`config.mk`:
```
export PLATFORM = sky130hd
export DESIGN_NAME = hlprc_top
export DESIGN_NICKNAME = d
export VERILOG_FILES = /design/src/verilog/hlprc_pkg.sv /design/src/verilog/hlprc_mid_mem.sv /design/src/verilog/hlprc_top.sv
export SDC_FILE = /design/constraint.sdc
export NUM_CORES = 1
export LEC_CHECK = 0
export BUFFER_PORTS_ARGS = -buffer_cell sky130_fd_sc_hd__clkbuf_2
export CORE_ASPECT_RATIO = 0.8
export CORE_UTILIZATION = 39
export CTS_CLUSTER_DIAMETER = 100
export DETAILED_ROUTE_END_ITERATION = 10
export SLEW_MARGIN = 20
export SYNTH_ARGS = -nofsm -noshare
export SYNTH_HDL_FRONTEND = slang
export SYNTH_HIERARCHICAL = 1
export SYNTH_SLANG_ARGS = --single-unit
```
`constraint.sdc`:
```
create_clock -name pclk -period 3.6 [get_ports pclk]
set_input_delay 0.18 -clock pclk [delete_from_list [all_inputs] [get_ports pclk]]
set_output_delay 0.18 -clock pclk [all_outputs]
set_load 0.05 [all_outputs]
```
`src/verilog/hlprc_pkg.sv`:
```
// Shared constants of the wireless input-device packet and rate-control block
package hlprc_pkg;
  // Register byte offsets
  localparam logic [7:0] HLPRC_CTRL_OFS   = 8'h00;
  localparam logic [7:0] HLPRC_CFG_OFS    = 8'h04;
  localparam logic [7:0] HLPRC_PWR_OFS    = 8'h08;
  localparam logic [7:0] HLPRC_REPORT_OFS = 8'h0C;
  localparam logic [7:0] HLPRC_STATUS_OFS = 8'h10;
  localparam logic [7:0] HLPRC_TXCMD_OFS  = 8'h14;
  localparam logic [7:0] HLPRC_RXHDR_OFS  = 8'h18;
  localparam logic [7:0] HLPRC_RXBYTE_OFS = 8'h1C;
  localparam logic [7:0] HLPRC_MID_OFS    = 8'h20;
  localparam logic [7:0] HLPRC_SEED_OFS   = 8'h30;

  // Header layout
  localparam int HLPRC_TYPE_MSB  = 7;
  localparam int HLPRC_TYPE_LSB  = 4;
  localparam int HLPRC_BACK_CHANNEL_REQUEST_BIT_BIT  = 3;
  localparam int HLPRC_TOGGLE_BIT = 2;

  // Packet type codes
  localparam logic [3:0] HLPRC_T_PAIR     = 4'h0;
  localparam logic [3:0] HLPRC_T_CONNECT  = 4'h1;
  localparam logic [3:0] HLPRC_T_JOIN     = 4'h2;
  localparam logic [3:0] HLPRC_T_PING     = 4'h3;
  localparam logic [3:0] HLPRC_T_DATA     = 4'h4;
  localparam logic [3:0] HLPRC_T_BACK     = 4'h5;
  localparam logic [3:0] HLPRC_T_NULL     = 4'h7;
  localparam logic [3:0] HLPRC_T_KEY      = 4'h8;
  localparam logic [3:0] HLPRC_T_AUTOBIND = 4'hD;

  // Identifier bytes sit in payload bytes 2 to 5
  localparam logic [2:0] HLPRC_MID_FIRST = 3'h2;
  localparam logic [2:0] HLPRC_MID_LAST  = 3'h5;

  // Reset values of the configuration (plain defaults)
  localparam logic [7:0] HLPRC_WINDOW_RST  = 8'h04;
  localparam logic [7:0] HLPRC_THRMIN_RST  = 8'h02;
  localparam logic [7:0] HLPRC_LEVEL_RST   = 8'h20;
  localparam logic [7:0] HLPRC_PWRLIM_RST  = 8'h03;
  localparam logic [3:0] HLPRC_FLOOR_RST   = 4'h1;
  localparam logic [3:0] HLPRC_CEIL_RST    = 4'h7;
  localparam logic [15:0] HLPRC_SEED_RST   = 16'h0000;

  // Back-channel turnaround delay
  localparam int HLPRC_CLK_MHZ     = 50;
  localparam int HLPRC_BC_DELAY_US = 10;
  localparam int HLPRC_BC_DELAY_CYC = (HLPRC_BC_DELAY_US * HLPRC_CLK_MHZ < 1) ? 1 :
                                      HLPRC_BC_DELAY_US * HLPRC_CLK_MHZ;

  typedef enum logic [1:0] {
    HLPRC_BC_IDLE   = 2'b00,
    HLPRC_BC_WAIT   = 2'b01,
    HLPRC_BC_LISTEN = 2'b11
  } hlprc_bc_t;
endpackage

```
`src/verilog/hlprc_mid_mem.sv`:
```
// Identifier store: one write port, two registered read ports
`timescale 1ns/1ps
module hlprc_mid_mem #(
  parameter int DEPTH = 4,
  parameter int WIDTH = 8
) (
  input  wire logic                     pclk,
  input  wire logic                     presetn,
  input  wire logic                     we,
  input  wire logic [$clog2(DEPTH)-1:0] waddr,
  input  wire logic [WIDTH-1:0]         wdata,
  input  wire logic [$clog2(DEPTH)-1:0] raddr_a,
  output logic      [WIDTH-1:0]         rdata_a,
  input  wire logic [$clog2(DEPTH)-1:0] raddr_b,
  output logic      [WIDTH-1:0]         rdata_b
);
  logic [WIDTH-1:0] mem_r [DEPTH];

  if (DEPTH < 2) begin : g_chk
    $error("hlprc_mid_mem needs at least two words");
  end

  always_ff @(posedge pclk or negedge presetn) begin
    if (!presetn) begin
      for (int i = 0; i < DEPTH; i++) begin
        mem_r[i] <= '0;
      end
    end else if (we) begin
      mem_r[waddr] <= wdata;
    end
  end

  always_ff @(posedge pclk or negedge presetn) begin
    if (!presetn) begin
      rdata_a <= '0;
      rdata_b <= '0;
    end else begin
      rdata_a <= mem_r[raddr_a];
      rdata_b <= mem_r[raddr_b];
    end
  end
endmodule

```
`src/verilog/hlprc_top.sv`:
```
// Packet header framer, identifier handling and adaptive data mode / power control
//
// Register access over APB and the placing of the registers were left to the implementer.
`timescale 1ns/1ps
// How it works
// - Failure after the retry limit switches data mode and asks for a resend.
// - A second failure after that switch raises the reconnect request.
// - Retries of successful data packets sum over a window; above threshold switches mode.
// - Every mode switch loads the threshold with the total of the mode left.
// - A zero window total lowers the threshold by one, not below the minimum.
// - Zero total with strong acknowledge lowers power one step, not below floor.
// - Power returns to ceiling on switch, weak acknowledge, or too many retries.
// - In bridge role power stays at the ceiling.
// - In bridge role the data mode follows each received packet.
// - Header upper nibble is the type, lower nibble packet specific.
// - Type codes are fixed constants shared by both ends.
// - Pair and auto-pair requests carry device type in header bits 2:1.
// - Bridge answers pairing with type header echoing device type; identifier follows.
// - Connect request carries device type and stored identifier in bytes 2-5.
// - Bridge answers connect with type 2, bit 3 set when identifier matches.
// - Ping header bit 0 is clear for ping, set for response.
// - Data type 4, back channel 5; bit 3 asks for back-channel data.
// - Toggle bit inverts for each new data packet, kept on resends.
// - Data header bits 1 and 0 carry device type swapped.
// - Bytes after the header are plain byte-aligned payload.
// - Missing acknowledge on a data packet raises the resend request.
// - Acknowledged back-channel request inverts seed upper byte, then waits before listening.
module hlprc_top
  import hlprc_pkg::*;
#(
  parameter int BC_DELAY_CYC = hlprc_pkg::HLPRC_BC_DELAY_CYC
) (
  input  wire logic        pclk,
  input  wire logic        presetn,
  input  wire logic        psel,
  input  wire logic        penable,
  input  wire logic        pwrite,
  input  wire logic [7:0]  paddr,
  input  wire logic [31:0] pwdata,
  output logic      [31:0] prdata,
  output logic             pready,
  output logic             pslverr,
  output logic             data_mode_r,
  output logic      [3:0]  tx_power_r,
  output logic             reconnect_r,
  output logic      [7:0]  tx_header_r,
  output logic             bc_listen_r,
  output logic      [15:0] crc_seed_r
);
  import hlprc_pkg::*;

  if (BC_DELAY_CYC < 1) begin : g_chk
    $error("BC_DELAY_CYC must be at least one");
  end

  function automatic logic [7:0] sat_dec(input logic [7:0] v, input logic [7:0] lo);
    sat_dec = (v > lo) ? v - 8'h01 : lo;
  endfunction

  function automatic logic [7:0] sat_add(input logic [7:0] a, input logic [7:0] b);
    logic [8:0] s;
    s = {1'b0, a} + {1'b0, b};
    sat_add = s[8] ? 8'hFF : s[7:0];
  endfunction

  // Compose a header byte from command fields
  function automatic logic [7:0] build_hdr(input logic [3:0] t, input logic [1:0] dev,
                                           input logic back_channel_request_bit, input logic tog, input logic flag);
    logic [3:0] low;
    low = 4'h0;
    unique case (t)
      HLPRC_T_PAIR, HLPRC_T_AUTOBIND, HLPRC_T_CONNECT: low = {1'b0, dev, 1'b0};
      HLPRC_T_JOIN:                 low = {flag, 3'b000};
      HLPRC_T_PING:                 low = {3'b000, flag};
      HLPRC_T_DATA, HLPRC_T_BACK, HLPRC_T_NULL: low = {back_channel_request_bit, tog, dev[0], dev[1]};
      default:                      low = 4'h0;
    endcase
    build_hdr = {t, low};
  endfunction

  // APB slave: one wait state on every access
  logic        pready_r;
  logic        pslverr_r;
  logic [31:0] prdata_r;
  logic        acc_first;
  logic        wr_en;
  logic        mapped;
  logic        is_mid;
  logic [31:0] rd_mux;
  logic [7:0]  mid_rd;
  logic [7:0]  mid_cmp;

  assign acc_first = psel & penable & ~pready_r;
  assign wr_en     = psel & penable & pready_r & pwrite;
  assign is_mid    = (paddr[7:4] == HLPRC_MID_OFS[7:4]) && (paddr[1:0] == 2'b00);
  assign pready    = pready_r;
  assign pslverr   = pslverr_r;
  assign prdata    = prdata_r;

  // Control and configuration
  logic        role_bridge_r;
  logic        link_ready_r;
  logic [7:0]  window_r;
  logic [7:0]  thr_min_r;
  logic [7:0]  level_r;
  logic [7:0]  pwr_lim_r;
  logic [3:0]  floor_r;
  logic [3:0]  ceil_r;

  always_ff @(posedge pclk or negedge presetn) begin
    if (!presetn) begin
      role_bridge_r <= 1'b0;
      link_ready_r  <= 1'b0;
      window_r      <= HLPRC_WINDOW_RST;
      thr_min_r     <= HLPRC_THRMIN_RST;
      level_r       <= HLPRC_LEVEL_RST;
      pwr_lim_r     <= HLPRC_PWRLIM_RST;
      floor_r       <= HLPRC_FLOOR_RST;
      ceil_r        <= HLPRC_CEIL_RST;
    end else if (wr_en) begin
      if (paddr == HLPRC_CTRL_OFS) begin
        role_bridge_r <= pwdata[0];
        link_ready_r  <= pwdata[1];
      end
      if (paddr == HLPRC_CFG_OFS) begin
        window_r  <= (pwdata[7:0] == 8'h00) ? 8'h01 : pwdata[7:0];
        thr_min_r <= pwdata[15:8];
        level_r   <= pwdata[23:16];
        pwr_lim_r <= pwdata[31:24];
      end
      if (paddr == HLPRC_PWR_OFS) begin
        floor_r <= pwdata[3:0];
        ceil_r  <= pwdata[7:4];
      end
    end
  end

  // Outcome report of one transmission, written by the radio driver
  logic        rpt_we;
  logic [7:0]  rpt_retries;
  logic        rpt_ok;
  logic        rpt_app;
  logic        rpt_mode;
  logic [7:0]  rpt_rssi;

  assign rpt_we      = wr_en && (paddr == HLPRC_REPORT_OFS);
  assign rpt_retries = pwdata[7:0];
  assign rpt_ok      = pwdata[8];
  assign rpt_app     = pwdata[9];
  assign rpt_mode    = pwdata[10];
  assign rpt_rssi    = pwdata[23:16];

  // Rate control state
  logic [7:0]  total_r;
  logic [7:0]  cnt_r;
  logic [7:0]  thresh_r;
  logic        second_r;
  logic        resend_r;
  logic [7:0]  sum;
  logic        win_done;
  logic        sw_evt;

  always_comb begin
    sum      = sat_add(total_r, rpt_retries);
    win_done = rpt_we && !role_bridge_r && rpt_ok && rpt_app && (cnt_r + 8'h01 >= window_r);
    sw_evt   = 1'b0;
    if (rpt_we && !role_bridge_r) begin
      if (!rpt_ok) begin
        sw_evt = !second_r;
      end else if (win_done) begin
        sw_evt = (sum > thresh_r);
      end
    end
  end

  always_ff @(posedge pclk or negedge presetn) begin
    if (!presetn) begin
      data_mode_r <= 1'b0;
      total_r     <= 8'h00;
      cnt_r       <= 8'h00;
      thresh_r    <= HLPRC_THRMIN_RST;
      second_r    <= 1'b0;
    end else if (rpt_we && role_bridge_r) begin
      data_mode_r <= rpt_mode;
    end else if (rpt_we) begin
      if (sw_evt) begin
        data_mode_r <= ~data_mode_r;
        thresh_r    <= sum;
        total_r     <= 8'h00;
        cnt_r       <= 8'h00;
        second_r    <= !rpt_ok;
      end else if (!rpt_ok) begin
        second_r <= 1'b0;
        total_r  <= 8'h00;
        cnt_r    <= 8'h00;
      end else begin
        second_r <= 1'b0;
        if (win_done) begin
          if (sum == 8'h00) begin
            thresh_r <= sat_dec(thresh_r, thr_min_r);
          end
          total_r <= 8'h00;
          cnt_r   <= 8'h00;
        end else if (rpt_app) begin
          total_r <= sum;
          cnt_r   <= cnt_r + 8'h01;
        end
      end
    end
  end

  // Resend and reconnect requests; a new event wins over a software clear
  always_ff @(posedge pclk or negedge presetn) begin
    if (!presetn) begin
      resend_r    <= 1'b0;
      reconnect_r <= 1'b0;
    end else begin
      if (rpt_we && !role_bridge_r && !rpt_ok && !second_r) begin
        resend_r <= 1'b1;
      end else if (wr_en && (paddr == HLPRC_TXCMD_OFS)) begin
        resend_r <= 1'b0;
      end
      if (rpt_we && !role_bridge_r && !rpt_ok && second_r) begin
        reconnect_r <= 1'b1;
      end else if (wr_en && (paddr == HLPRC_CTRL_OFS) && pwdata[2]) begin
        reconnect_r <= 1'b0;
      end
    end
  end

  // Transmit power; restore has priority over a step down
  always_ff @(posedge pclk or negedge presetn) begin
    if (!presetn) begin
      tx_power_r <= HLPRC_CEIL_RST;
    end else if (role_bridge_r) begin
      tx_power_r <= ceil_r;
    end else if (rpt_we) begin
      if (sw_evt || (rpt_ok && rpt_rssi <= level_r) || (rpt_retries > pwr_lim_r)) begin
        tx_power_r <= ceil_r;
      end else if (win_done && sum == 8'h00 && rpt_rssi > level_r) begin
        tx_power_r <= (tx_power_r > floor_r) ? tx_power_r - 4'h1 : floor_r;
      end
    end
  end

  // Transmit header composition
  logic        toggle_r;
  logic [3:0]  cmd_type;
  logic        cmd_new;

  assign cmd_type = pwdata[3:0];
  assign cmd_new  = pwdata[7];

  // Receive side: header decode, payload bytes, identifier compare
  logic [7:0]  rx_hdr_r;
  logic        rx_seen_r;
  logic        rx_repeat_r;
  logic [7:0]  rx_byte_r;
  logic [2:0]  rx_idx_r;
  logic        cmp_pend_r;
  logic        match_r;
  logic        rx_hdr_we;
  logic        rx_byte_we;
  logic [2:0]  byte_idx;
  logic        in_mid;
  logic        mid_we;
  logic [1:0]  mid_waddr;
  logic        join_go;

  assign rx_hdr_we  = wr_en && (paddr == HLPRC_RXHDR_OFS);
  assign rx_byte_we = wr_en && (paddr == HLPRC_RXBYTE_OFS);
  assign byte_idx   = pwdata[10:8];
  assign in_mid     = (byte_idx >= HLPRC_MID_FIRST) && (byte_idx <= HLPRC_MID_LAST);
  assign join_go    = cmp_pend_r && (rx_idx_r == HLPRC_MID_LAST) && role_bridge_r && link_ready_r
                      && (rx_hdr_r[HLPRC_TYPE_MSB:HLPRC_TYPE_LSB] == HLPRC_T_CONNECT);

  always_ff @(posedge pclk or negedge presetn) begin
    if (!presetn) begin
      toggle_r    <= 1'b0;
      tx_header_r <= 8'h00;
    end else if (wr_en && (paddr == HLPRC_TXCMD_OFS)) begin
      if (cmd_new && (cmd_type == HLPRC_T_DATA || cmd_type == HLPRC_T_BACK)) begin
        toggle_r    <= ~toggle_r;
        tx_header_r <= build_hdr(cmd_type, pwdata[5:4], pwdata[6], ~toggle_r, pwdata[8]);
      end else begin
        tx_header_r <= build_hdr(cmd_type, pwdata[5:4], pwdata[6], toggle_r, pwdata[8]);
      end
    end else if (rx_hdr_we && role_bridge_r && pwdata[7:4] == HLPRC_T_PAIR) begin
      tx_header_r <= build_hdr(HLPRC_T_PAIR, pwdata[2:1], 1'b0, 1'b0, 1'b0);
    end else if (join_go) begin
      tx_header_r <= build_hdr(HLPRC_T_JOIN, 2'b00, 1'b0, 1'b0, match_r && (mid_cmp == rx_byte_r));
    end
  end

  always_ff @(posedge pclk or negedge presetn) begin
    if (!presetn) begin
      rx_hdr_r    <= 8'h00;
      rx_seen_r   <= 1'b0;
      rx_repeat_r <= 1'b0;
    end else if (rx_hdr_we) begin
      rx_hdr_r <= pwdata[7:0];
      if (pwdata[7:4] == HLPRC_T_DATA || pwdata[7:4] == HLPRC_T_BACK) begin
        rx_seen_r   <= 1'b1;
        rx_repeat_r <= rx_seen_r && (pwdata[HLPRC_TOGGLE_BIT] == rx_hdr_r[HLPRC_TOGGLE_BIT]);
      end else begin
        rx_repeat_r <= 1'b0;
      end
    end
  end

  // Payload bytes pass through untouched; only identifier bytes are kept or checked
  always_ff @(posedge pclk or negedge presetn) begin
    if (!presetn) begin
      rx_byte_r  <= 8'h00;
      rx_idx_r   <= 3'h0;
      cmp_pend_r <= 1'b0;
      match_r    <= 1'b0;
    end else begin
      cmp_pend_r <= rx_byte_we && in_mid && role_bridge_r;
      if (rx_byte_we) begin
        rx_byte_r <= pwdata[7:0];
        rx_idx_r  <= byte_idx;
      end
      if (rx_hdr_we) begin
        match_r <= 1'b1;
      end else if (cmp_pend_r && (mid_cmp != rx_byte_r)) begin
        match_r <= 1'b0;
      end
    end
  end

  // HID keeps the identifier carried by the pairing answer
  always_comb begin
    mid_we    = 1'b0;
    mid_waddr = paddr[3:2];
    if (wr_en && is_mid) begin
      mid_we = 1'b1;
    end else if (rx_byte_we && in_mid && !role_bridge_r &&
                 (rx_hdr_r[7:4] == HLPRC_T_PAIR || rx_hdr_r[7:4] == HLPRC_T_AUTOBIND)) begin
      mid_we    = 1'b1;
      mid_waddr = 2'(byte_idx - HLPRC_MID_FIRST);
    end
  end

  hlprc_mid_mem #(
    .DEPTH (4),
    .WIDTH (8)
  ) u_mid (
    .pclk    (pclk),
    .presetn (presetn),
    .we      (mid_we),
    .waddr   (mid_waddr),
    .wdata   (pwdata[7:0]),
    .raddr_a (paddr[3:2]),
    .rdata_a (mid_rd),
    .raddr_b (2'(byte_idx - HLPRC_MID_FIRST)),
    .rdata_b (mid_cmp)
  );

  // Back-channel turnaround: seed flip then a fixed quiet delay before listening
  hlprc_bc_t   bc_st_r;
  logic [31:0] bc_cnt_r;
  logic        bc_start;

  assign bc_start = (rpt_we && !role_bridge_r && rpt_ok && tx_header_r[HLPRC_BACK_CHANNEL_REQUEST_BIT_BIT])
                    || (rx_hdr_we && role_bridge_r && pwdata[HLPRC_BACK_CHANNEL_REQUEST_BIT_BIT]
                        && (pwdata[7:4] == HLPRC_T_DATA || pwdata[7:4] == HLPRC_T_NULL));

  always_ff @(posedge pclk or negedge presetn) begin
    if (!presetn) begin
      crc_seed_r <= HLPRC_SEED_RST;
    end else if (bc_start) begin
      crc_seed_r <= {~crc_seed_r[15:8], crc_seed_r[7:0]};
    end else if (wr_en && (paddr == HLPRC_SEED_OFS)) begin
      crc_seed_r <= pwdata[15:0];
    end
  end

  always_ff @(posedge pclk or negedge presetn) begin
    if (!presetn) begin
      bc_st_r     <= HLPRC_BC_IDLE;
      bc_cnt_r    <= 32'h0000_0000;
      bc_listen_r <= 1'b0;
    end else if (bc_start) begin
      bc_st_r     <= HLPRC_BC_WAIT;
      bc_cnt_r    <= 32'(BC_DELAY_CYC - 1);
      bc_listen_r <= 1'b0;
    end else begin
      unique case (bc_st_r)
        HLPRC_BC_IDLE: bc_listen_r <= 1'b0;
        HLPRC_BC_WAIT: begin
          if (bc_cnt_r == 32'h0000_0000) begin
            bc_st_r     <= HLPRC_BC_LISTEN;
            bc_listen_r <= 1'b1;
          end else begin
            bc_cnt_r <= bc_cnt_r - 32'h0000_0001;
          end
        end
        HLPRC_BC_LISTEN: begin
          if (wr_en && (paddr == HLPRC_TXCMD_OFS || paddr == HLPRC_RXHDR_OFS)) begin
            bc_st_r     <= HLPRC_BC_IDLE;
            bc_listen_r <= 1'b0;
          end
        end
        default: bc_st_r <= HLPRC_BC_IDLE;
      endcase
    end
  end

  // Read mux; the identifier word comes from the memory's registered port
  always_comb begin
    mapped = 1'b1;
    rd_mux = 32'h0000_0000;
    if (is_mid) begin
      rd_mux = {24'h00_0000, mid_rd};
    end else begin
      unique case (paddr)
        HLPRC_CTRL_OFS:   rd_mux = {29'h0000_0000, reconnect_r, link_ready_r, role_bridge_r};
        HLPRC_CFG_OFS:    rd_mux = {pwr_lim_r, level_r, thr_min_r, window_r};
        HLPRC_PWR_OFS:    rd_mux = {20'h0_0000, tx_power_r, ceil_r, floor_r};
        HLPRC_REPORT_OFS: rd_mux = 32'h0000_0000;
        HLPRC_STATUS_OFS: rd_mux = {cnt_r, total_r, thresh_r, 2'b00, bc_listen_r, match_r,
                                    rx_repeat_r, resend_r, reconnect_r, data_mode_r};
        HLPRC_TXCMD_OFS:  rd_mux = {24'h00_0000, tx_header_r};
        HLPRC_RXHDR_OFS:  rd_mux = {24'h00_0000, rx_hdr_r[HLPRC_BACK_CHANNEL_REQUEST_BIT_BIT], rx_hdr_r[HLPRC_TOGGLE_BIT],
                                    rx_hdr_r[0], rx_hdr_r[1], rx_hdr_r[7:4]};
        HLPRC_RXBYTE_OFS: rd_mux = {21'h00_0000, rx_idx_r, rx_byte_r};
        HLPRC_SEED_OFS:   rd_mux = {16'h0000, crc_seed_r};
        default: begin
          mapped = 1'b0;
        end
      endcase
    end
  end

  always_ff @(posedge pclk or negedge presetn) begin
    if (!presetn) begin
      pready_r  <= 1'b0;
      pslverr_r <= 1'b0;
      prdata_r  <= 32'h0000_0000;
    end else begin
      pready_r  <= acc_first;
      pslverr_r <= acc_first & ~mapped;
      if (acc_first && !pwrite) begin
        prdata_r <= rd_mux;
      end
    end
  end
endmodule

```
Word-level counts from Yosys, hierarchy flattened
Cells that the tools add are included.
{ "op_classes": {"addsub": 6, "n_lt_le_gt_ge": 13, "eq_ne": 32, "muxes": 70, "bitwise": 15, "n_reduce_logical": 93} }
{ "ops": {"columns": ["operator", "n"], "rows": [
  ["32-bit one-hot mux with 8 select lines", 1],
  ["8-bit 2-to-1 mux", 23],
  ["32-bit 2-to-1 mux", 4],
  ["1-bit logical AND", 41],
  ["8-bit binary-select mux with 2-bit select", 2],
  ["32-bit bitwise mux", 1],
  ["8-bit by 5-bit equality test with 1-bit output, second input constant", 4],
  ["8-bit greater-than comparator", 4],
  ["32-bit logical NOT", 1],
  ["16-bit 2-to-1 mux", 2],
  ["4-bit one-hot mux with 4 select lines", 2],
  ["32-bit by 1-bit subtractor with 32-bit output, second input constant", 1],
  ["4-bit by 3-bit equality test with 1-bit output, second input constant", 6],
  ["8-bit logical NOT", 3],
  ["4-bit 2-to-1 mux", 6],
  ["2-bit nonzero test", 11],
  ["1-bit 2-to-1 mux", 21],
  ["2-bit AND reduction", 10],
  ["8-bit demux with 2-bit select", 1],
  ["8-bit by 4-bit equality test with 1-bit output, second input constant", 2],
  ["4-bit by 2-bit equality test with 1-bit output, second input constant", 3],
  ["4-bit logical NOT", 3],
  ["2-bit 2-to-1 mux", 5],
  ["8-bit by 8-bit adder with 9-bit output", 1],
  ["other kinds (39)", 71]
]} }
{ "totals": {"regBits": 239, "in_bits": 45, "output_inout_bits": 65, "word_cells": 268} }

Depth between registers and ports, before layout
Gate-level depths: netlist of run 1.
{ "logic_depth": {"word_depth": 16, "mapped_depth": 16, "mapped_depth_nobuf": 15} }

Hierarchy
The synthesis of run 1 kept the hierarchy.
{ "by_module_without_submodules": {"columns": ["mod", "instances", "cells_per_inst", "area_per_inst_um2", "seq_area_each_um2"], "rows": [
  ["hlprc_top", 1, 1131, 10824.1, 4795.8],
  ["hlprc_mid_mem", 1, 104, 1990.7, 1201.2]
]} }

Worst setup path after synthesis of run 1
Ideal clock, no wire load.
{ "synth_path": {"kind": "register to register", "from": "register total_r[1]", "to": "register tx_power_r[3]", "setup_ps": 70, "arrival_time_ps": 3746, "required_ps": 3530, "slack_ps": -216, "stages_incl_launch_ff": 14, "n_path_buf": 0, "synth_period_minus_slack_ps": 3816, "path_cell_list": "dfrtp_1 ha_1 a211oi_1 nor2_1 o31a_1 nor3_1 inv_1 ha_1 nand4_1 a21oi_1 a2111oi_0 o221ai_1 or4_1 nand3_1"} }
{ "synth_via": {"elab_chain_cells": 11, "word_cells_on_any_way": 16, "classes_between": "add/sub (1); order compare (1); mux (7); reduce/logical (7)"} }
{ "synth_rtl": {"columns": ["item", "line", "source"], "rows": [
  ["from (decl)", "hlprc_top.sv:154", "logic [7:0] total_r;"],
  ["from (signal assigned)", "hlprc_top.sv:205", "total_r <= sum;"],
  ["8-bit by 8-bit adder with 9-bit output (*)", "hlprc_top.sv:62", "s = {1'b0, a} + {1'b0, b};"],
  ["8-bit 2-to-1 mux (*)", "hlprc_top.sv:63", "sat_add = s[8] ? 8'hFF : s[7:0];"],
  ["8-bit greater-than comparator", "hlprc_top.sv:171", "sw_evt = (sum > thresh_r);"],
  ["1-bit 2-to-1 mux", "hlprc_top.sv:170", "end else if (win_done) begin"],
  ["1-bit 2-to-1 mux", "hlprc_top.sv:168", "if (!rpt_ok) begin"],
  ["1-bit 2-to-1 mux", "hlprc_top.sv:167", "if (rpt_we && !role_bridge_r) begin"],
  ["1-bit logical OR (2 in a row)", "hlprc_top.sv:238", "if (sw_evt || (rpt_ok && rpt_rssi <= level_r) || (rpt_retries > pwr_lim_r)) begin"],
  ["4-bit 2-to-1 mux", "hlprc_top.sv:238", null],
  ["4-bit 2-to-1 mux", "hlprc_top.sv:237", "end else if (rpt_we) begin"],
  ["4-bit 2-to-1 mux", "hlprc_top.sv:235", "end else if (role_bridge_r) begin"],
  ["to (signal assigned)", "hlprc_top.sv:236", "tx_power_r <= ceil_r;"],
  ["to (signal assigned)", "hlprc_top.sv:239", "tx_power_r <= ceil_r;"],
  ["to (signal assigned)", "hlprc_top.sv:241", "tx_power_r <= (tx_power_r > floor_r) ? tx_power_r - 4'h1 : floor_r;"],
  ["to (decl)", "hlprc_top.sv:44", "output logic [3:0] tx_power_r,"]
]} }
Mark *: on every way between the ends. The rest lies on a longest branch, timed or not. The select of a mux whose other input is x is not followed.
A chain may end at the register's enable or synchronous reset.

Worst setup path after layout of run 1
{ "layout_path": {"from": "register total_r[0]", "to": "register tx_power_r[1]"} }
Same word-level chain as after synthesis.

==> run_results.csv, run 1 <==
group,metric,value,unit
placement,dp.cells,1782,
grt,grtUsageTotal,0.2293,
grt,globalRouteOverflowTotal,0,
timing,tns,0,ns
logic_synthesis,yosysSeqAreaShare,0.4680,
timing,finalHoldViolCount,0,
critical_path,critical_path_class,"reg2reg",
logic_synthesis,synth_top_family_by_area,"simple AND/OR/NAND/NOR gates",
finish,drive_gt1_frac,0.2806,
timing,fin_crit_sh,0.9767,
timing,slew_headroom,0.2772,
logic_synthesis,netlist.top_cell.by_area,"dfrtp_1",
drt,vias,10580,
clocking,clock_sinks,239,
floorplan,die_w,204.7,µm
timing,skew,0.02838,ns
drt,routed_wl,38250,µm
logic_synthesis,ys_types,76,
status,outcome,"finished clean",
grt,grt_max_degree,97,
finish,nets,1523,
floorplan,fp-row-count,58,
floorplan,io_pins,110,
logic_synthesis,synth_compound_area_frac,0.1487,
grt,grt_pass1_wl,59610,µm
pwr,swShare,0.2754,
clocking,clk_path_buf_depth,3,
pwr,total_power,6.415,mW
critical_path,worst_setup_path_end_kind,"flop",
pwr,internal-power,4.648,mW
finish,final_cell_mix,"dfrtp_1 (226), nand2_1 (110), clkbuf_2 (108)",
finish,area_growth,22.73,%
logic_synthesis,synth_area_leaders,"dfrtp_1 (44%), mux2_2 (7.1%), ha_1 (5.5%), nand2_1 (3.2%), nor2_1 (3.1%)",
finish,n_antenna_cell,0,
drt,post-route-drc-count,0,
clocking,cts_tree,"yes",
grt,grt_pass1_vias,10200,
logic_synthesis,synthCells,1235,
clocking,cts_root_buffer,"clkbuf_16",
pwr,ir_drop,0.0003028,V
logic_synthesis,yosysWarnings,6,
logic_synthesis,synth-edff-count,0,
pwr,p_leak,6.928,nW
clocking,clkLatencyLatePin,0.57,ns
logic_synthesis,yosys.area_share.simple,0.1557,
logic_synthesis,synth_fp_nets,1337,
logic_synthesis,synthAdderAreaFrac,0.05624,
finish,fin_cells,1860,
logic_synthesis,synth.area.mux_share,0.1048,
finish,layout_commonest_cell,"dfrtp_1",
drt,antenna_left,0,
logic_synthesis,synth_top_area_frac,0.4413,
critical_path,worst_setup_path_start_kind,"flop",
placement,post-dp-hpwl,27270,µm
logic_synthesis,synthArstFlopShare,1.000,
drt,viasPerCell,5.687,
pwr,switchingPower,1.767,mW
drt,drt_iter0_drc,783,
logic_synthesis,synth_xor_area_frac,0.03076,
timing,worst_pin_slew,1.076,ns
floorplan,initial_utilization,0.4022,
floorplan,coreArea,0.03186,mm²
clocking,clk_pin_slew,0.06,ns
timing,slew_viol_final,0,
critical_path,critPathArrivalTime,3.97,ns
placement,io_buffers,109,
placement,gp_congestion,0.9025,
timing,setup_violations,0,
critical_path,worst-path-max-fanout,6,
logic_synthesis,syn_avg_cell_area,10.38,µm²
timing,min_period,3.516,ns
timing,fmaxAchievable,284.4,MHz
pwr,pwr-share-comb,0.126,
pwr,p_clk_frac,0.433,
min_path,hold_path_class,"in2reg",
clocking,cts_buffers,26,
finish,fill_cells,2914,
pwr,power.density,407.9,mW/mm²
pwr,seqPwrFrac,0.441,
drt,wl_per_cell,20.57,µm
logic_synthesis,netlist_area,0.01281,mm²
critical_path,critPathRequiredTime,4.05,ns
grt,grt_antenna_before_repair,1,
floorplan,die_y,164.1,µm
job,drv_cap,0,
floorplan,die-area,0.03359,mm²
drt,firstDrtPassIters,7,
logic_synthesis,synth_flop_cell,"dfrtp_1",
clocking,cts_htree_levels,1,
logic_synthesis,ys_seq_elements,239,
## cells by family after synthesis
kind of cell             after synthesis
AND/OR/NAND/NOR                      397
XOR/XNOR                              45
flip-flops                           239
AO/OA/AOI/OAI                        274
adder cells (fa/ha/maj)               57
buffers and inverters                119
multiplexers                         104
## stage by stage
stage          hold WS, ns  worst slack, ns  cell area (µm²)    util
2_1_floorplan      -0.1156          0.04124            12820       -
3_3_place_gp        0.2824         -0.03290            14280  0.4482
3_5_place_dp        0.2851          -0.1179            14280  0.4482
4_1_cts           0.009635         0.008219            15430  0.4845
5_1_grt            0.05674         -0.04575            15730  0.4937
6_report           0.03106          0.08385            15730  0.4937
## registers in the layout, indices dropped and copies added, names as in the netlist, 2 cells and up
register	flops
u_mid/rdata_b	8
ceil_r	4
pwr_lim_r	8
cnt_r	8
rx_hdr_r	8
level_r	8
thr_min_r	8
window_r	8
rx_byte_r	8
total_r	8
crc_seed_r	16
bc_st_r	2
tx_power_r	4
bc_cnt_r	32
tx_header_r	8
u_mid/mem_r	32
u_mid/rdata_a	8
prdata	32
thresh_r	8
rx_idx_r	3
floor_r	4
## layer usage
| layer | GRT usage | vias to the layer above | wire, µm |
|---|---|---|---|
| li1 | - | 4920 | - |
| met1 | 0.3412 | 5279 | 18050 |
| met2 | 0.3498 | 318 | 16980 |
| met3 | 0.03274 | 60 | 2369 |
| met4 | 0.05360 | 0 | 852 |
| met5 | 0 | - | 0 |
## critical path, stage by stage (launching register included)
cell	delay, ns
dfrtp_1	0.41
ha_4	0.18
fa_2	0.37
nand3_2	0.10
a21o_1	0.22
a31oi_4	0.17
nor2_2	0.16
inv_1	0.09
ha_4	0.22
nor2b_1	0.13
o211ai_1	0.19
a21oi_2	0.09
a2111oi_2	0.20
buf_4	0.18
o21ai_0	0.17
a2111oi_0	0.44
a211oi_1	0.08
## worst paths after layout
path | from | to | slack [ns] | cells past startpoint
setup / recovery | total_r[0]$_DFFE_PN0P_ | tx_power_r[1]$_DFFE_PN1P_ | 0.08 | 16
hold / removal | penable | pready$_DFF_PN0_ | 0.03 | 4
setup reg to reg | total_r[0]$_DFFE_PN0P_ | tx_power_r[1]$_DFFE_PN1P_ | 0.08 | 16
hold reg to reg | rx_seen_r$_DFFE_PN0P_ | rx_seen_r$_DFFE_PN0P_ | 0.46 | 1
max in group asynchronous | presetn | thr_min_r[1]$_DFFE_PN1P_ | 2.34 | 3
min in group asynchronous | presetn | tx_header_r[2]$_DFFE_PN0P_ | 0.26 | 2
## cell type report
type	count	area (µm²)	share of cell area
Tap cell	420	525.5	0.03341
Sequential cell	239	5997	0.3813
Multi-Input combinational cell	877	6666	0.4239
Inverter	68	255.2	0.01623
Timing Repair Buffer	209	1399	0.08894
Clock inverter	10	142.6	0.009069
Clock buffer	37	742.0	0.04718
## what timing repair did
action | in CTS | in global routing
hold buffers | 24 | 0
gates cloned | 0 | 0
hold endpoints to repair | 111 | 0
pin swaps | 1 | 15
setup endpoints to repair | 4 | 9
buffers inserted | 0 | 7
resized for setup | 8 | 42
## power by group through the flow
stage                     combinational (mW)  clock (mW)  sequential [mW]
after floorplan                        0.215           0             3.12
after global placement                 0.760           0             2.87
after detailed placement               0.768           0             2.87
after CTS                              0.793        2.84             2.83
after global routing                   0.872        2.94             2.83
final                                  0.811        2.78             2.83
## synthesized netlist by cell type, drive strengths merged (3+ instances only)
| master | instances |
|---|---|
| a2111oi | 5 |
| a211oi | 8 |
| a21boi | 4 |
| a21o | 14 |
| a21oi | 57 |
| a221o | 9 |
| a221oi | 7 |
| a222oi | 16 |
| a22o | 7 |
| a22oi | 29 |
| a311oi | 3 |
| a31oi | 11 |
| a41oi | 6 |
| and2 | 6 |
| and3 | 8 |
| buf | 9 |
| clkbuf | 42 |
| dfrtp | 226 |
| dfstp | 13 |
| ha | 56 |
| inv | 68 |
| mux2 | 81 |
| mux2i | 7 |
| mux4 | 16 |
| nand2 | 110 |
| nand2b | 6 |
| nand3 | 30 |
| nand3b | 6 |
| nand4 | 24 |
| nor2 | 107 |
| nor2b | 15 |
| nor3 | 30 |
| nor3b | 5 |
| nor4 | 13 |
| o211ai | 10 |
| o21a | 4 |
| o21ai | 56 |
| o31a | 7 |
| o31ai | 6 |
| or2 | 5 |
| or3 | 14 |
| or4 | 9 |
| xnor2 | 27 |
| xor2 | 18 |
Power figures use the tool's default switching activity.
==> run 2: changes to the inputs <==
--- a/config.mk
+++ b/config.mk
@@ -10,6 +10,8 @@
 export CORE_UTILIZATION = 39
 export CTS_CLUSTER_DIAMETER = 100
 export DETAILED_ROUTE_END_ITERATION = 10
+export GPL_ROUTABILITY_DRIVEN = 0
+export GPL_TIMING_DRIVEN = 0
 export SLEW_MARGIN = 20
 export SYNTH_ARGS = -nofsm -noshare
 export SYNTH_HDL_FRONTEND = slang
==> run 2 against run 1 <==
Effect of this change: power increased by 1.4%; sequential power about the same; die area unchanged; clock power increased by 3%; global-route usage increased by 0.83 points; register-to-register slack got worse by 0.08 ns; final cell count increased by 0.48%.
==> run_results.csv, run 2 (synthesized netlist as in run 1, its figures left out) <==
group,metric,value,unit
status,outcome,"finished clean",
floorplan,die_w,204.7,µm
drt,routed_wl,39880,µm
floorplan,initial_utilization,0.4022,
clocking,cts_tree,"yes",
clocking,clkLatencyLatePin,0.56,ns
pwr,ir_drop,0.0003428,V
grt,globalRouteOverflowTotal,0,
timing,finalHoldViolCount,0,
floorplan,io_pins,110,
drt,wl_per_cell,21.34,µm
finish,final_cell_mix,"dfrtp_1 (226), nand2_1 (109), clkbuf_2 (108)",
floorplan,coreArea,0.03186,mm²
pwr,p_leak,6.824,nW
finish,fin_util,0.4953,
clocking,cts_buffers,26,
critical_path,critical-path-top-delay-family,"compound AO/OA/AOI/OAI gates",
timing,fmaxAchievable,278.0,MHz
timing,fin_crit_sh,0.9992,
finish,area_growth,23.13,%
grt,grt_antenna_before_repair,0,
pwr,total_power,6.503,mW
critical_path,worst_setup_path_start_kind,"flop",
drt,vias,10780,
timing,slew_viol_final,0,
critical_path,crit_buf_inv,3,
clocking,clock_sinks,239,
drt,post-route-drc-count,0,
timing,tns,0,ns
floorplan,fp-row-count,58,
critical_path,cp_slowest_stage_delay,0.48,ns
critical_path,cpMaxStageDelayCell,"a2111oi_4",
finish,n_antenna_cell,0,
critical_path,crit_chain,"buf_4 -> fa_2 -> nand3_2 -> a21o_1 -> a31oi_4 -> buf_6 -> nor2b_4 -> inv_2 -> ha_4 -> a21oi_1 -> nand2_1 -> a2111oi_4 -> o21ai_1 -> a2111oi_2 -> a211oi_2",
finish,drive_gt1_frac,0.2581,
timing,hold_ws,0.02215,ns
timing,worst_pin_slew,1.020,ns
timing,slew_headroom,0.3159,
drt,viasPerCell,5.767,
critical_path,critPathRequiredTime,4.06,ns
critical_path,critical_path_class,"reg2reg",
grt,grt_max_degree,90,
timing,skew,0.02330,ns
timing,rsz0062_at_grt,"true",
clocking,clk_path_buf_depth,3,
grt,grt_pass1_vias,10340,
min_path,hold_path_class,"in2reg",
placement,dp.cells,1767,
clocking,cts_htree_levels,1,
floorplan,die_y,164.1,µm
timing,setup_violations,0,
timing,min_period,3.597,ns
grt,grt_pass1_wl,60950,µm
placement,io_buffers,109,
pwr,power.density,412.2,mW/mm²
drt,firstDrtPassIters,5,
finish,fin_cells,1869,
finish,layout_commonest_cell,"dfrtp_1",
drt,drt_iter0_drc,1100,
clocking,cts_root_buffer,"clkbuf_16",
placement,post-dp-hpwl,28300,µm
critical_path,worst_setup_path_end_kind,"flop",
grt,grtUsageTotal,0.2376,
finish,nets,1531,
critical_path,worst-path-max-fanout,4,
floorplan,die-area,0.03359,mm²
job,drv_cap,0,
critical_path,critPathArrivalTime,4.06,ns
drt,antenna_left,0,
clocking,clk_pin_slew,0.06,ns
run 2: path summary, 6_finish.rpt:
kind | cells past startpoint | endpoint | slack (ns) | from
min in group asynchronous | 2 | tx_header_r[4]$_DFFE_PN0P_ | 0.22 | presetn
max in group asynchronous | 3 | level_r[5]$_DFFE_PN1P_ | 2.51 | presetn
worst max-delay path | 15 | tx_power_r[1]$_DFFE_PN1P_ | 0.003 | total_r[1]$_DFFE_PN0P_
worst min register to register | 1 | rx_seen_r$_DFFE_PN0P_ | 0.46 | rx_seen_r$_DFFE_PN0P_
worst min-delay path | 2 | thr_min_r[2]$_DFFE_PN0P_ | 0.02 | pwdata[10]
worst max register to register | 15 | tx_power_r[1]$_DFFE_PN1P_ | 0.003 | total_r[1]$_DFFE_PN0P_
run 2: worst register-to-register path: stages, from the launching register on:
cell       delay, ns
dfrtp_1         0.42
buf_4           0.17
fa_2            0.37
nand3_2         0.09
a21o_1          0.22
a31oi_4         0.17
buf_6           0.16
nor2b_4         0.13
inv_2           0.07
ha_4            0.22
a21oi_1         0.14
nand2_1         0.11
a2111oi_4       0.48
o21ai_1         0.26
a2111oi_2       0.43
a211oi_2        0.06
run 2: metrics by stage:
step / instance area [µm²] / setup slack, ns
after global routing: 15780 / -0.1662
after floorplan: 12820 / 0.04124
after global placement: 13890 / -2.748
after detailed placement: 13980 / -1.130
after CTS: 15470 / 0.0001905
final: 15780 / 0.003020
run 2: layer usage:
| metal | global-route usage | share of wire | vias to the layer above |
|---|---|---|---|
| met4 | 0.07463 | 0.030 | 0 |
| met1 | 0.3455 | 0.45 | 5341 |
| li1 | - | - | 4941 |
| met5 | 0 | 0 | - |
| met2 | 0.3613 | 0.44 | 419 |
| met3 | 0.03690 | 0.074 | 77 |
run 2: what timing repair did:
item                                    CTS  global route
gates resized for setup                  41            34
pin swaps                                13            17
hold buffers                             27             0
cloned                                    0             1
endpoints found under the setup margin   13            21
endpoints found under the hold margin    98             0
buffers inserted                         15            12
run 2: layout make-up:
type,count,area (µm²)
inverters,68,255.2
repair buffers,167,1129
flip-flops and latches,239,5997
fillers,2940,16080
well taps,420,525.5
multi-input cells,877,6758
plain buffers,50,211.5
clock inverters,14,192.7
clock buffers,34,710.7
run 2: power by group:
| part | internal, mW | switching, mW | total, mW |
|---|---|---|---|
| Combinational | 0.235 | 0.588 | 0.822 |
| Sequential | 2.77 | 0.0639 | 2.83 |
| Clock | 1.69 | 1.16 | 2.85 |
==> run 3: changes to the inputs <==
--- a/config.mk
+++ b/config.mk
@@ -7,11 +7,12 @@
 export LEC_CHECK = 0
 export BUFFER_PORTS_ARGS = -buffer_cell sky130_fd_sc_hd__clkbuf_2
 export CORE_ASPECT_RATIO = 0.8
-export CORE_UTILIZATION = 39
+export CORE_UTILIZATION = 45
 export CTS_CLUSTER_DIAMETER = 100
 export DETAILED_ROUTE_END_ITERATION = 10
 export GPL_ROUTABILITY_DRIVEN = 0
 export GPL_TIMING_DRIVEN = 0
+export PLACE_DENSITY = 0.65
 export SLEW_MARGIN = 20
 export SYNTH_ARGS = -nofsm -noshare
 export SYNTH_HDL_FRONTEND = slang
==> constraint.sdc (replaced) <==
create_clock -name pclk -period 3.3 [get_ports pclk]
set_input_delay 0.165 -clock pclk [delete_from_list [all_inputs] [get_ports pclk]]
set_output_delay 0.165 -clock pclk [all_outputs]
set_load 0.05 [all_outputs]
==> run 3 against run 2 <==
Effect of this change: the run now ends with setup timing left; non-clock buffer count up 10; core utilization up 7.9 points; first-iteration DRC count up 8.2%; wire length down 0.79%; global-route usage up 3.5 points; flip-flop and latch count unchanged; worst setup slack worse by 0.23 ns; worst hold slack worse by 0.0014 ns; power up 12%; fmax up 2.1%; via count up 2.1%; critical path type unchanged.
==> run_results.csv, run 3 (synthesized netlist as in run 1, its figures left out) <==
group,metric,value,unit
placement,place_area,0.01400,mm²
timing,finalHoldViolCount,0,
timing,layout_setup_ws,-0.2232,ns
finish,drive_gt1_frac,0.2707,
floorplan,die_y,152.9,µm
finish,fin_util,0.5739,
critical_path,worst-path-max-fanout,8,
critical_path,worst_setup_path_end_kind,"flop",
timing,fin_crit_sh,1.068,
status,violations,"setup timing",
clocking,cts_tree,"yes",
drt,firstDrtPassIters,6,
timing,slew_viol_final,0,
floorplan,initial_utilization,0.4637,
timing,rsz0062_at_grt,"true",
clocking,cts_buffers,26,
floorplan,coreArea,0.02763,mm²
critical_path,critPathArrivalTime,4.01,ns
grt,grt_max_degree,92,
pwr,total_power,7.286,mW
drt,drt_iter0_drc,1190,
floorplan,io_pins,110,
critical_path,cp_slowest_stage_delay,0.45,ns
clocking,cts_htree_levels,1,
critical_path,critical-path-top-delay-family,"compound AO/OA/AOI/OAI gates",
finish,final_cell_mix,"dfrtp_1 (224), nand2_1 (109), clkbuf_2 (109)",
status,outcome,"finished with violations",
drt,routed_wl,39570,µm
timing,hold_ws,0.02073,ns
clocking,clock_sinks,239,
clocking,clk_path_buf_depth,3,
pwr,power.density,459.4,mW/mm²
placement,post-dp-hpwl,27820,µm
finish,n_antenna_cell,0,
finish,fill_cells,2335,
drt,viasPerCell,6.035,
timing,slew_headroom,0.3154,
floorplan,die_w,190.7,µm
placement,dp.cells,1712,
timing,worst_pin_slew,1.021,ns
grt,globalRouteOverflowTotal,0,
critical_path,worst_setup_path_start_kind,"flop",
finish,regArea,0.006000,mm²
grt,grt_pass1_vias,10560,
finish,multiInputGateArea,0.006809,mm²
timing,fmaxAchievable,283.8,MHz
finish,fin_cells,1823,
clocking,clk_pin_slew,0.07,ns
min_path,hold_path_class,"in2reg",
timing,skew,0.02361,ns
grt,grt_pass1_wl,61540,µm
drt,post-route-drc-count,0,
critical_path,reg2reg_slack,-0.22,ns
pwr,p_leak,6.903,nW
finish,final_area,0.01586,mm²
grt,grtUsageTotal,0.2728,
finish,layout_commonest_cell,"dfrtp_1",
clocking,cts_root_buffer,"clkbuf_16",
drt,antenna_left,0,
pwr,ir_drop,0.0003889,V
grt,grt_antenna_before_repair,0,
job,drv_cap,0,
critical_path,crit_buf_inv,2,
floorplan,die-area,0.02916,mm²
drt,vias,11000,
finish,nets,1541,
critical_path,critPathRequiredTime,3.78,ns
drt,wl_per_cell,21.70,µm
timing,min_period,3.523,ns
floorplan,fp-row-count,54,
clocking,clkLatencyLatePin,0.55,ns
finish,area_growth,23.76,%
critical_path,cpMaxStageDelayCell,"or4_1",
timing,setup_violations,11,
placement,io_buffers,109,
critical_path,crit_chain,"ha_4 -> fa_2 -> nand3_2 -> a21o_4 -> a31oi_4 -> nor2_4 -> inv_2 -> ha_4 -> nor2b_1 -> o211ai_1 -> a21oi_2 -> a2111oi_4 -> buf_4 -> o221ai_2 -> or4_1 -> nand3_1",
critical_path,crit_top_cell,"ha_4",
critical_path,critical_path_class,"reg2reg",
==> run 3: area by class of cell <==
class                      count  area share
inverter                      68     0.01609
clock inverter                13     0.01396
timing repair buffer         177     0.07392
multi-input combinational    877      0.4293
buffer                        50     0.01325
clock buffer                  35     0.04639
tap                          364     0.02872
sequential                   239      0.3783
==> run 3: metal layers <==
layer	up-vias	wire [µm]	GRT usage	part of all wire
met1	5516	18260	0.4134	0.46
met4	0	1015	0.07086	0.026
li1	4962	-	-	-
met2	449	17550	0.4095	0.44
met3	74	2741	0.03536	0.069
met5	-	0	0	0
==> run 3: worst paths after layout <==
path | cells past startpoint | start | endpoint
setup reg to reg | 16 | total_r[0]$_DFFE_PN0P_ | tx_power_r[3]$_DFFE_PN0P_
hold / removal | 2 | pwdata[10] | thr_min_r[2]$_DFFE_PN0P_
min in group asynchronous | 2 | presetn | u_mid/mem_r[24]$_DFFE_PN0P_
max in group asynchronous | 4 | presetn | total_r[5]$_DFFE_PN0P_
hold reg to reg | 1 | rx_seen_r$_DFFE_PN0P_ | rx_seen_r$_DFFE_PN0P_
setup / recovery | 16 | total_r[0]$_DFFE_PN0P_ | tx_power_r[3]$_DFFE_PN0P_
==> run 3: repair_timing <==
action	in CTS	in global routing
hold endpoints to repair	108	0
setup endpoints to repair	45	14
setup buffers	23	13
gates resized for setup	57	10
gates cloned	1	0
hold buffers	27	0
pin swaps	18	8
==> run 3: power breakdown <==
part | total (mW) | internal [mW] | leakage (nW) | switching, mW
registers | 3.09 | 3.02 | 3.04 | 0.0718
clock network | 3.29 | 2.03 | 0.469 | 1.26
logic | 0.906 | 0.260 | 3.40 | 0.646
==> run 3: per-stage QoR <==
stage,TNS (ns),setup slack (ns)
3_3_place_gp,-701.73,-2.928
6_report,-1.158,-0.2232
5_1_grt,-2.947,-0.3258
3_5_place_dp,-28.71,-0.8706
2_1_floorplan,0,0.008637
4_1_cts,-1.067,-0.1991
